### src/video_out_pkg.sv
// Constants, word layout and types shared by the video output port.
package video_out_pkg;

  localparam int SAMPLE_W = 8;
  localparam int PIX_W    = 10;
  localparam int WORD_W   = 17;

  // Layout of one FIFO word
  localparam int LUMA_LSB   = 0;
  localparam int CHROMA_LSB = 8;
  localparam int ACTIVE_BIT = 16;

  localparam int FIFO_DEPTH = 16;

  // Luma code floor; chroma uses the full 8-bit range
  localparam logic [SAMPLE_W-1:0] LUMA_MIN = 8'h10;

  // Line lock constants; the line and field lengths are used only without input video
  localparam logic [PIX_W-1:0] LINE_PIXELS_MAX    = 10'h35A;
  localparam logic [PIX_W-1:0] FIELD_LINES_MAX    = 10'h107;
  localparam logic [PIX_W-1:0] FIELD_TOGGLE_LINES = 10'h151;
  localparam logic [PIX_W-1:0] VSYNC_LINES        = 10'h003;
  localparam logic [PIX_W-1:0] COUNT_ZERO         = 10'h000;
  localparam logic [PIX_W-1:0] COUNT_STEP         = 10'h001;

  typedef enum logic [1:0]
  {
    OUT_HIZ   = 2'b01,
    OUT_DRIVE = 2'b10
  } out_state_t;

  function automatic logic [SAMPLE_W-1:0] clamp_luma(input logic [SAMPLE_W-1:0] y);
    clamp_luma = (y < LUMA_MIN) ? LUMA_MIN : y;
  endfunction : clamp_luma

endpackage : video_out_pkg

### src/sample_fifo_if.sv
// Push and pop signals between the output port and its sample FIFO.
interface sample_fifo_if #(parameter int WIDTH = 17);
  logic [WIDTH-1:0] wdata;
  logic             wvalid;
  logic             wready;
  logic [WIDTH-1:0] rdata;
  logic             rvalid;
  logic             rready;

  modport fifo
  (
    input  wdata,
    input  wvalid,
    input  rready,
    output wready,
    output rdata,
    output rvalid
  );
  modport user
  (
    output wdata,
    output wvalid,
    output rready,
    input  wready,
    input  rdata,
    input  rvalid
  );
endinterface : sample_fifo_if

### src/video_decoder_output_port.sv
// Digital output port: luma and 4:2:2 chroma buses with sync and flags.
//
// How it works
// Every flip-flop runs on the single master clock and all pins are synchronous to it.
// The reset input clears all state except the FIFO storage asynchronously to its default values.
// Chroma samples leave as unsigned codes over the full range 0 to 255.
// Luma samples leave as unsigned codes held within 16 to 255.
// The chroma bus alternates blue then red difference samples, each line starting with blue.
// The data-valid output is high exactly in the cycles that carry a valid sample.
// After hardware or software reset the valid, sync, field and active outputs float.
// Line sync follows detected input sync, or the pixel counter overflow without video.
// The start and end positions of the line sync pulse are programmable.
// Frame sync follows detected input sync, or the line counter overflow without video.
// The field flag is low for an odd field and high for an even field.
// With no vertical sync seen, the field flag toggles after 337 lines.
// The active flag is high while active-line samples are on the buses.
// In burst output mode the active flag is held high.
// The active flag is free running and updated on every master clock edge.
// The receiver captures samples only while data-valid is high and uses the flags for framing.
module video_decoder_output_port (
  input  wire logic                               clk_i,
  input  wire logic                               reset_i,
  input  wire logic                               soft_reset_i,
  input  wire logic                               output_enable_i,
  input  wire logic                               burst_mode_i,
  input  wire logic                               video_present_i,
  input  wire logic                               hsync_detect_i,
  input  wire logic                               vsync_detect_i,
  input  wire logic [video_out_pkg::PIX_W-1:0]    hsync_start_i,
  input  wire logic [video_out_pkg::PIX_W-1:0]    hsync_end_i,
  input  wire logic                               pixel_valid_i,
  input  wire logic                               pixel_active_i,
  input  wire logic [video_out_pkg::SAMPLE_W-1:0] luma_in_i,
  input  wire logic [video_out_pkg::SAMPLE_W-1:0] cb_in_i,
  input  wire logic [video_out_pkg::SAMPLE_W-1:0] cr_in_i,
  input  wire logic                               drain_hold_i,
  output logic                                    pixel_ready_o,
  output logic [video_out_pkg::SAMPLE_W-1:0]      luma_out_o,
  output logic [video_out_pkg::SAMPLE_W-1:0]      chroma_out_bus_o,
  output logic                                    sample_valid_out_o,
  output logic                                    sample_valid_out_oe_o,
  output logic                                    hsync_o,
  output logic                                    hsync_oe_o,
  output logic                                    vsync_o,
  output logic                                    vsync_oe_o,
  output logic                                    field_o,
  output logic                                    field_oe_o,
  output logic                                    active_o,
  output logic                                    active_oe_o
);
  sample_fifo_if #(.WIDTH(video_out_pkg::WORD_W)) fifo_bus ();

  video_out_pkg::out_state_t out_state;
  logic                                 drive_pins;
  logic                                 line_start;
  logic                                 timer_hsync;
  logic                                 timer_vsync;
  logic                                 timer_field;
  logic                                 red_next;
  logic                                 take_cb;
  logic                                 push;
  logic                                 pop;
  logic [video_out_pkg::SAMPLE_W-1:0]   chroma_sel;

  line_lock_timer timer (
    .clk_i           (clk_i),
    .reset_i         (reset_i),
    .soft_reset_i    (soft_reset_i),
    .video_present_i (video_present_i),
    .hsync_detect_i  (hsync_detect_i),
    .vsync_detect_i  (vsync_detect_i),
    .hsync_start_i   (hsync_start_i),
    .hsync_end_i     (hsync_end_i),
    .line_start_o    (line_start),
    .hsync_o         (timer_hsync),
    .vsync_o         (timer_vsync),
    .field_o         (timer_field)
  );

  // Soft reset also empties the FIFO so no stale line leaks out
  sample_fifo #(
    .WIDTH (video_out_pkg::WORD_W),
    .DEPTH (video_out_pkg::FIFO_DEPTH)
  ) fifo (
    .clk_i   (clk_i),
    .reset_i (reset_i),
    .flush_i (soft_reset_i),
    .bus     (fifo_bus.fifo)
  );

  // A line start forces blue, even when it lands on a push
  assign take_cb    = line_start || !red_next;
  assign chroma_sel = take_cb ? cb_in_i : cr_in_i;
  assign push       = fifo_bus.wvalid && fifo_bus.wready;
  assign pop        = fifo_bus.rvalid && fifo_bus.rready;

  assign fifo_bus.wvalid = pixel_valid_i && !soft_reset_i;
  assign fifo_bus.rready = !drain_hold_i;
  assign fifo_bus.wdata  = {pixel_active_i, chroma_sel,
                            video_out_pkg::clamp_luma(luma_in_i)};

  // Ready is the FIFO's registered not-full flag
  assign pixel_ready_o = fifo_bus.wready;

  always_ff @(posedge clk_i or posedge reset_i)
  begin
    if (reset_i)
      red_next <= 1'b0;
    else if (soft_reset_i)
      red_next <= 1'b0;
    else if (push)
      red_next <= take_cb;
    else if (line_start)
      red_next <= 1'b0;
  end

  // Pin drivers stay off until software enables them after any reset
  always_ff @(posedge clk_i or posedge reset_i)
  begin
    if (reset_i)
      out_state <= video_out_pkg::OUT_HIZ;
    else
    begin
      case (out_state)
        video_out_pkg::OUT_HIZ:
          if (output_enable_i && !soft_reset_i)
            out_state <= video_out_pkg::OUT_DRIVE;
        video_out_pkg::OUT_DRIVE:
          if (soft_reset_i)
            out_state <= video_out_pkg::OUT_HIZ;
        default:
          out_state <= video_out_pkg::OUT_HIZ;
      endcase
    end
  end

  always_ff @(posedge clk_i or posedge reset_i)
  begin
    if (reset_i)
      drive_pins <= 1'b0;
    else
      drive_pins <= (out_state == video_out_pkg::OUT_DRIVE) && !soft_reset_i;
  end

  assign sample_valid_out_oe_o = drive_pins;
  assign hsync_oe_o            = drive_pins;
  assign vsync_oe_o            = drive_pins;
  assign field_oe_o            = drive_pins;
  assign active_oe_o           = drive_pins;

  // Data buses hold the last sample between valid cycles
  always_ff @(posedge clk_i or posedge reset_i)
  begin
    if (reset_i)
    begin
      luma_out_o         <= video_out_pkg::LUMA_MIN;
      chroma_out_bus_o   <= '0;
      sample_valid_out_o <= 1'b0;
    end
    else if (soft_reset_i)
    begin
      sample_valid_out_o <= 1'b0;
    end
    else
    begin
      sample_valid_out_o <= pop;
      if (pop)
      begin
        luma_out_o       <= fifo_bus.rdata[video_out_pkg::LUMA_LSB +: video_out_pkg::SAMPLE_W];
        chroma_out_bus_o <= fifo_bus.rdata[video_out_pkg::CHROMA_LSB +: video_out_pkg::SAMPLE_W];
      end
    end
  end

  // Updated every edge; outside burst mode a stalled drain shows as inactive
  always_ff @(posedge clk_i or posedge reset_i)
  begin
    if (reset_i)
      active_o <= 1'b0;
    else if (soft_reset_i)
      active_o <= 1'b0;
    else
      active_o <= burst_mode_i ||
                  (pop && fifo_bus.rdata[video_out_pkg::ACTIVE_BIT]);
  end

  // Sync flags registered to keep every pin on a local flip-flop
  always_ff @(posedge clk_i or posedge reset_i)
  begin
    if (reset_i)
    begin
      hsync_o <= 1'b0;
      vsync_o <= 1'b0;
      field_o <= 1'b0;
    end
    else
    begin
      hsync_o <= timer_hsync;
      vsync_o <= timer_vsync;
      field_o <= timer_field;
    end
  end
endmodule : video_decoder_output_port

### src/sample_fifo.sv
// Sample FIFO with registered full flag and a synchronous flush.
module sample_fifo #(
  parameter int WIDTH = 17,
  parameter int DEPTH = 16
) (
  input  wire logic       clk_i,
  input  wire logic       reset_i,
  input  wire logic       flush_i,
  sample_fifo_if.fifo     bus
);
  localparam int AW = $clog2(DEPTH);
  localparam logic [AW:0] FULL_COUNT = (AW+1)'(DEPTH);
  localparam logic [AW:0] ONE = (AW+1)'(1);

  logic [WIDTH-1:0] mem [DEPTH];
  logic [AW-1:0]    wr_ptr;
  logic [AW-1:0]    rd_ptr;
  logic [AW:0]      count;
  logic [AW:0]      next_count;
  logic             push;
  logic             pop;

  assign push = bus.wvalid && bus.wready;
  assign pop  = bus.rvalid && bus.rready;
  assign bus.rvalid = (count != '0);
  assign bus.rdata  = mem[rd_ptr];

  always_comb
  begin
    next_count = count;
    if (push && !pop)
      next_count = count + ONE;
    else if (pop && !push)
      next_count = count - ONE;
  end

  always_ff @(posedge clk_i or posedge reset_i)
  begin
    if (reset_i)
    begin
      wr_ptr     <= '0;
      rd_ptr     <= '0;
      count      <= '0;
      bus.wready <= 1'b1;
    end
    else if (flush_i)
    begin
      wr_ptr     <= '0;
      rd_ptr     <= '0;
      count      <= '0;
      bus.wready <= 1'b1;
    end
    else
    begin
      if (push)
        wr_ptr <= wr_ptr + AW'(1);
      if (pop)
        rd_ptr <= rd_ptr + AW'(1);
      count      <= next_count;
      bus.wready <= (next_count != FULL_COUNT);
    end
  end

  // Storage needs no reset; only entries below count are ever read
  always_ff @(posedge clk_i)
  begin
    if (push)
      mem[wr_ptr] <= bus.wdata;
  end
endmodule : sample_fifo

### src/line_lock_timer.sv
// Line and field timing: sync pulses, field flag, free-run fallback.
module line_lock_timer (
  input  wire logic                             clk_i,
  input  wire logic                             reset_i,
  input  wire logic                             soft_reset_i,
  input  wire logic                             video_present_i,
  input  wire logic                             hsync_detect_i,
  input  wire logic                             vsync_detect_i,
  input  wire logic [video_out_pkg::PIX_W-1:0]  hsync_start_i,
  input  wire logic [video_out_pkg::PIX_W-1:0]  hsync_end_i,
  output logic                                  line_start_o,
  output logic                                  hsync_o,
  output logic                                  vsync_o,
  output logic                                  field_o
);
  logic [video_out_pkg::PIX_W-1:0] pix_cnt;
  logic [video_out_pkg::PIX_W-1:0] line_cnt;
  logic [video_out_pkg::PIX_W-1:0] since_vsync;
  logic                            vsync_event;
  logic                            field_timeout;

  // Detected sync steers timing; pixel and line counters overflow only with no video, the field timeout counter with or without video
  assign line_start_o = video_present_i ? hsync_detect_i
                      : (pix_cnt == video_out_pkg::LINE_PIXELS_MAX - video_out_pkg::COUNT_STEP);
  assign vsync_event  = video_present_i ? vsync_detect_i
                      : (line_start_o && line_cnt == video_out_pkg::FIELD_LINES_MAX
                         - video_out_pkg::COUNT_STEP);
  assign field_timeout = line_start_o && !vsync_detect_i &&
                         (since_vsync == video_out_pkg::FIELD_TOGGLE_LINES - video_out_pkg::COUNT_STEP);

  always_ff @(posedge clk_i or posedge reset_i)
  begin
    if (reset_i)
    begin
      pix_cnt  <= video_out_pkg::COUNT_ZERO;
      line_cnt <= video_out_pkg::COUNT_ZERO;
    end
    else if (soft_reset_i)
    begin
      pix_cnt  <= video_out_pkg::COUNT_ZERO;
      line_cnt <= video_out_pkg::COUNT_ZERO;
    end
    else
    begin
      pix_cnt <= line_start_o ? video_out_pkg::COUNT_ZERO : pix_cnt + video_out_pkg::COUNT_STEP;
      if (vsync_event)
        line_cnt <= video_out_pkg::COUNT_ZERO;
      else if (line_start_o)
        line_cnt <= line_cnt + video_out_pkg::COUNT_STEP;
    end
  end

  // Start wins when both positions are equal, so the pulse is never cleared
  always_ff @(posedge clk_i or posedge reset_i)
  begin
    if (reset_i)
      hsync_o <= 1'b0;
    else if (soft_reset_i)
      hsync_o <= 1'b0;
    else if (pix_cnt == hsync_start_i)
      hsync_o <= 1'b1;
    else if (pix_cnt == hsync_end_i)
      hsync_o <= 1'b0;
  end

  always_ff @(posedge clk_i or posedge reset_i)
  begin
    if (reset_i)
      vsync_o <= 1'b0;
    else if (soft_reset_i)
      vsync_o <= 1'b0;
    else if (vsync_event)
      vsync_o <= 1'b1;
    else if (line_start_o && line_cnt + video_out_pkg::COUNT_STEP >= video_out_pkg::VSYNC_LINES)
      vsync_o <= 1'b0;
  end

  // Low for odd field, high for even field
  always_ff @(posedge clk_i or posedge reset_i)
  begin
    if (reset_i)
    begin
      field_o     <= 1'b0;
      since_vsync <= video_out_pkg::COUNT_ZERO;
    end
    else if (soft_reset_i)
    begin
      field_o     <= 1'b0;
      since_vsync <= video_out_pkg::COUNT_ZERO;
    end
    else if (vsync_detect_i)
    begin
      field_o     <= ~field_o;
      since_vsync <= video_out_pkg::COUNT_ZERO;
    end
    else if (field_timeout)
    begin
      field_o     <= ~field_o;
      since_vsync <= video_out_pkg::COUNT_ZERO;
    end
    else if (line_start_o)
      since_vsync <= since_vsync + video_out_pkg::COUNT_STEP;
  end
endmodule : line_lock_timer

### config.mk
export PLATFORM = sky130hd
export DESIGN_NAME = video_decoder_output_port
export DESIGN_NICKNAME = d
export VERILOG_FILES = /design/src/video_out_pkg.sv /design/src/sample_fifo_if.sv /design/src/video_decoder_output_port.sv /design/src/sample_fifo.sv /design/src/line_lock_timer.sv
export SDC_FILE = /design/constraint.sdc
export NUM_CORES = 1
export LEC_CHECK = 0
export BUFFER_PORTS_ARGS = -buffer_cell sky130_fd_sc_hd__buf_2
export CORE_UTILIZATION = 60
export DETAILED_ROUTE_END_ITERATION = 10
export GPL_TIMING_DRIVEN = 0
export PLACE_DENSITY = 0.91
export SYNTH_ARGS = -nofsm -noshare
export SYNTH_HDL_FRONTEND = slang
export SYNTH_SLANG_ARGS = --single-unit
### constraint.sdc
create_clock -name clk_i -period 4.3 [get_ports clk_i]
set_input_delay 0.43 -clock clk_i [delete_from_list [all_inputs] [get_ports clk_i]]
set_output_delay 0.43 -clock clk_i [all_outputs]
set_load 0.1 [all_outputs]
* Word level (Yosys, flattened, before mapping) *
Memory sizes are Yosys's and may differ from the RTL's.
Cells that the tools add are included.

storage, ports and cells
  memories kept = 1
  logic and storage cells = 113
  input bits = 55
  ROM bits = 0
  output and inout bits = 27
  bits in latches = 0
  RAM bits = 272
  bits in registers = 72

operators by class
  eq/ne operators = 10
  multiplexer cells = 40
  magnitude comparators = 2
  bitwise logic cells = 2
  div/mod/pow operators = 0
  $mul = 0
  shifts and indexed selects = 0
  $add $sub $neg = 7
  reduce and logical (&&, ||, !) cells = 31

memories
  memory    depth  width  read ports  clocked after memory_dff  write ports  RTL line           RTL
  fifo.mem  16     17     1           0                         1            sample_fifo.sv:15  logic [WIDTH-1:0] mem [DEPTH];

operators by type and width
  operator                                                    count
  2-to-1 mux 10 bit                                           9
  adder 10 x 1 -> 10 bit, second input constant               3
  equality test 10 bit                                        2
  equality test 10 x 9 -> 1 bit, second input constant        2
  2-to-1 mux 1 bit                                            19
  2-to-1 mux 4 bit                                            4
  2-to-1 mux 8 bit                                            2
  2-to-1 mux 5 bit                                            3
  nonzero test 3 bit                                          5
  logical AND 1 bit                                           12
  equality test 10 bit, second input constant                 1
  >= comparator 10 x 2 -> 1 bit, second input constant        1
  adder 4 x 1 -> 4 bit, second input constant                 2
  less-than comparator 8 x 5 -> 1 bit, second input constant  1
  logical NOT 1 bit                                           6
  adder 5 x 1 -> 5 bit, second input constant                 1
  != test 5 bit, second input constant                        1
  nonzero test 5 bit                                          1
  subtractor 5 x 1 -> 5 bit, second input constant            1
  2-to-1 mux 2 bit                                            2
  != test 2 bit, second input constant                        2
  case mux 2 bit (2 select lines)                             1
  AND reduction 2 bit                                         2
  nonzero test 2 bit                                          2
  other kinds (5)                                             7

* Longest topological paths before layout *
  word-level depth = 9
  mapped depth = 8
  gate-level depth less buffers = 7

* Hierarchy *
From an unflattened synthesis, not the netlist that was laid out.

unflattened totals
  cells, all modules = 803
  area, all modules = 14,447.6 µm²

by module, submodules not included
  module                     sequential area each (µm²)  instances  area each (µm²)  cells an instance
  sample_fifo                8,519.4                     1          11,157.0         492
  line_lock_timer            825.8                       1          2,152.1          231
  video_decoder_output_port  628.1                       1          1,138.6          80

* Least setup slack after synthesis *
Ideal clock, no wire load.

  path kind = register to register
  start = register fifo.bus.wready
  end = memory fifo.mem[7][0] (enable)
  setup time = 0.375 ns
  arrival time = 1.871 ns
  path slack = 2.054 ns
  cell stages (with the launch flop) = 5
  buffers on the path = 0
  period minus slack after synthesis = 2.246 ns
  data required time = 3.925 ns
  path through = dfstp_2 > and3b_1 > nand2_1 > nor2_1 > and2_1

between the ends
  cells in the longest elaborated chain, start to end = 3

RTL lines
  item                                    RTL line              RTL
  start, declared                         sample_fifo_if.sv:15  output wready,
  start signal, assigned                  sample_fifo.sv:60     bus.wready <= (next_count != FULL_COUNT);
  logical AND 1 bit                       sample_fifo.sv:23     assign push = bus.wvalid && bus.wready;
  2-to-1 mux 1 bit                        sample_fifo.sv:67     if (push)
  2-to-1 mux 1 bit (implied by the code)  sample_fifo.sv:68     mem[wr_ptr] <= bus.wdata;
  end, declared                           sample_fifo.sv:15

No other way between the ends.

* Final worst setup path *
  start = register timer.pix_cnt[0] in the netlist's numbering
  end = memory fifo.mem[4][8] (data pin)

between the ends
  cells in the longest elaborated chain, start to end = 4

RTL lines
  item                      RTL line                         RTL
  start, declared           line_lock_timer.sv:16            logic [video_out_pkg::PIX_W-1:0] pix_cnt;
  start signal, assigned    line_lock_timer.sv:35            pix_cnt <= video_out_pkg::COUNT_ZERO;
  start signal, assigned    line_lock_timer.sv:40            pix_cnt <= video_out_pkg::COUNT_ZERO;
  start signal, assigned    line_lock_timer.sv:45            pix_cnt <= line_start_o ? video_out_pkg::COUNT_ZERO : pix_cnt + video_out_pkg::COUNT_STEP;
  equality test 10 bit      line_lock_timer.sv:24            : (pix_cnt == video_out_pkg::LINE_PIXELS_MAX - video_out_pkg::COUNT_STEP);
  2-to-1 mux 1 bit          line_lock_timer.sv:23            assign line_start_o = video_present_i ? hsync_detect_i
  logical OR 1 bit          video_decoder_output_port.sv:92  assign take_cb = line_start || !red_next;
  2-to-1 mux 8 bit          video_decoder_output_port.sv:93  assign chroma_sel = take_cb ? cb_in_i : cr_in_i;
  via chroma_sel (one bit)  video_decoder_output_port.sv:63  logic [video_out_pkg::SAMPLE_W-1:0] chroma_sel;

The timed path passes the listed nets, and every way through them passes these cells.

==> summary.txt <==
status - finished, final reports clean
WS Path Type - flip-flop to flip-flop
met3 WL - 2357 um
Final TNS setup - 0 ps
Slowest cell on crit path - mux2_2
num rows - 56
Comb power frac - 22.6%
crit path buf inv count - 0
cts hold-fix bufs - 1
Gate Count Post-Synth - 797
Mean Syn Cell Area - 18.07 um2
H-tree Lvls - 2
CP Capture Type - flip-flop
total of max-cap violations - 0
PD cells - 540.2 mW/mm2
crit path max fanout - 16
crit path cell chain - ha_1, and4b_1, a32oi_2, nand2_1, mux2_2
first-pass GRT wire length - 48560 um
met2 wire length - 16980 um
placed cell areas - 0.01523 mm2
actual slew at the worst max-slew pin - 1288 ps
post-route clock skew - 15.33 ps
FFs w/ async S/R, synth - 20.93%
Die X - 156.9 um
TritonCTS clock tree - built
Max Freq - 0.3402 GHz
cell internal pwr - 0.006179 W
Leak - 5.723 nW
FF/Latch Area - 0.009973 mm2
Synth Cell Area - 0.01440 mm2
router iterations before antenna repair - 7
clk buf depth - 3
share of the synthesized area in the top cell type - 56.71%
Synth Net Count - 867
crit share post-route - 68.37%
setup violators final - 0
cell family with most CP delay - simple AND/OR/NAND/NOR gates
sequential area share after synthesis - 69.25%
most common cell after layout, fill and taps aside - edfxtp_1
largest net degree at the start of global routing - 65
Die Footprint - 0.02463 mm2
NetSw - 0.002656 W
vias per cell - 6.284
ANT nets after route - 0
clock-pin slew on the worst setup and hold paths - 60 ps
clock share of power - 33.4%
top sig layer - met4
most frequent cells in the layout - 272 x edfxtp_1, 89 x buf_2, 73 x mux4_2
CP Data Required Time - 4510 ps
multi-input logic area - 0.004129 mm2
clk sinks - 344
DRC violations left - 0
Post-synth top flop - edfxtp_1
core area - 0.02347 mm2
YS warnings - 0
routed via count - 7918
vias in the first global route - 8198
I/O Buffers - 80
CP Launch Type - flip-flop
Synth area leaders - edfxtp_1 57%, dfrtp_1 12%, mux4_2 11%
GRT Residual Overflow - 0
Distinct cells, synth - 64
Starting DRT DRC Count - 636
Hold Fails Final Rpt - 0
number of synthesized flops with an enable pin - 272
DP HPWL - 19200 um
Final Cell Area - 0.01636 mm2
Setup Fix Bufs, Post-CTS - 0
Final GP Congestion - 0.8259
maximum resistive drop on vdd - 0.4946 mV
Syn-to-layout area delta - 13.56%
post-layout min period - 2940 ps
Max stage delay on crit path - 600 ps
initial antenna violation count - 0
sequential power share - 44.0%
Clk Latency, worst-skew pair - 520 ps
Fillers - 1415
Worst EP arrival - 3150 ps
fraction of layout cells with a size suffix above 1 - 28.06%
unrepaired setup endpoints after global routing - no
per-cell routed wire length - 26.11 um
WL final - 32900 um
# diodes - 0
total track usage - 27.94%
worst hold slack - 145.3 ps
count of state elements after synthesis - 344
initial core utilization - 61.36%
CTS resizes - 0
Slew Viols, Final - 0
io pins - 82
Worst Hold Class - input pin to flip-flop
height of the die - 156.9 um
Net Sw Frac - 30.06%
leading area contributor after synthesis - edfxtp_1
TritonCTS Buffers - 34
Root Buffer - clkbuf_16
slew margin rel. - 14.11%
nets - 985
metal1 wirelength - 12350 um
==> metal layers <==
| layer | vias up | GRT usage (%) |
|---|---|---|
| li1 | 3370 | - |
| met1 | 4047 | 34.33 |
| met2 | 410 | 48.59 |
| met3 | 91 | 5.204 |
| met4 | 0 | 12.37 |
| met5 | - | 0 |
==> power by group through the flow <==
stage | combinational, W | clock [W] | sequential (W)
4_1_cts | 0.00200 | 0.00296 | 0.00389
5_1_grt | 0.00209 | 0.00307 | 0.00390
3_3_place_gp | 0.00191 | 0 | 0.00394
3_5_place_dp | 0.00197 | 0 | 0.00395
2_1_floorplan | 0.000933 | 0 | 0.00456
6_report | 0.00200 | 0.00295 | 0.00389
==> final timing paths <==
check | from | end | slack [ps] | depth (start not counted)
min in group asynchronous | reset_i | chroma_out_bus_o[0] | 380 | 3
worst max register to register | timer.pix_cnt[0] | fifo.mem[4][8] | 1360 | 5
worst max-delay path | timer.pix_cnt[0] | fifo.mem[4][8] | 1360 | 5
worst min-delay path | burst_mode_i | active_o | 150 | 3
worst min register to register | timer.hsync_o | hsync_o | 380 | 0
max in group asynchronous | reset_i | out_state[0] | 3310 | 4
==> synth_stat cells, drive strengths merged, types with 8 or more instances <==
library cell	number
a21oi	15
and2	17
buf	26
clkbuf	16
dfrtp	69
edfxtp	272
ha	15
inv	13
mux2	24
mux4	85
nand2	34
nand3	14
nand4	15
nor2	48
nor3	8
o21ai	10
xnor2	20
xor2	33
==> state kept, by name, summed over array words and instances, names as in the netlist, 2 cells and up <==
signal	count
luma_out_o	8
chroma_out_bus_o	8
timer.line_cnt	10
out_state	2
timer.pix_cnt	10
fifo.count	5
fifo.mem	272
fifo.rd_ptr	4
timer.since_vsync	10
fifo.wr_ptr	4
==> per-stage QoR <==
step                power, W  instances  setup slack (ps)  utilization [%]
finish              0.008835       1260              1360            69.68
global route        0.009057       1260              1246            69.68
CTS                 0.008844       1260              1364            69.68
detailed placement  0.005915       1197              1380            64.89
global placement    0.005842       1196             871.8            64.77
floorplan           0.005491        797              2050                -
==> final cells by class <==
type	instances	share of cell area, %
timing repair buffer	82	2.677
clock buffer	48	6.036
clock inverter	14	0.7726
inverter	13	0.3136
buffer	42	1.538
multi-input combinational	398	25.24
sequential	344	60.98
tap	319	2.440
==> logic make-up (layout without fill, tap and decap cells) <==
kind of cell             Yosys count  count (layout)  synth area share (%)
AO/OA/AOI/OAI                     47              47                 2.155
XOR/XNOR                          53              53                 3.223
adder cells (fa/ha/maj)           15              15                 1.303
buffers and inverters             55             199                 2.085
flip-flops                       344             344                 69.25
multiplexers                     110             110                 15.58
AND/OR/NAND/NOR                  173             173                 6.411
==> worst reg2reg max path: cells and delay by family, from the launching register on <==
family                   cells  cell delay [ps]
adder cells (fa/ha/maj)      1              250
AND/OR/NAND/NOR              2              820
multiplexers                 1              610
AO/OA/AOI/OAI                1              480
flip-flops                   1              470
Note: power is estimated with default switching activity, not from simulation.
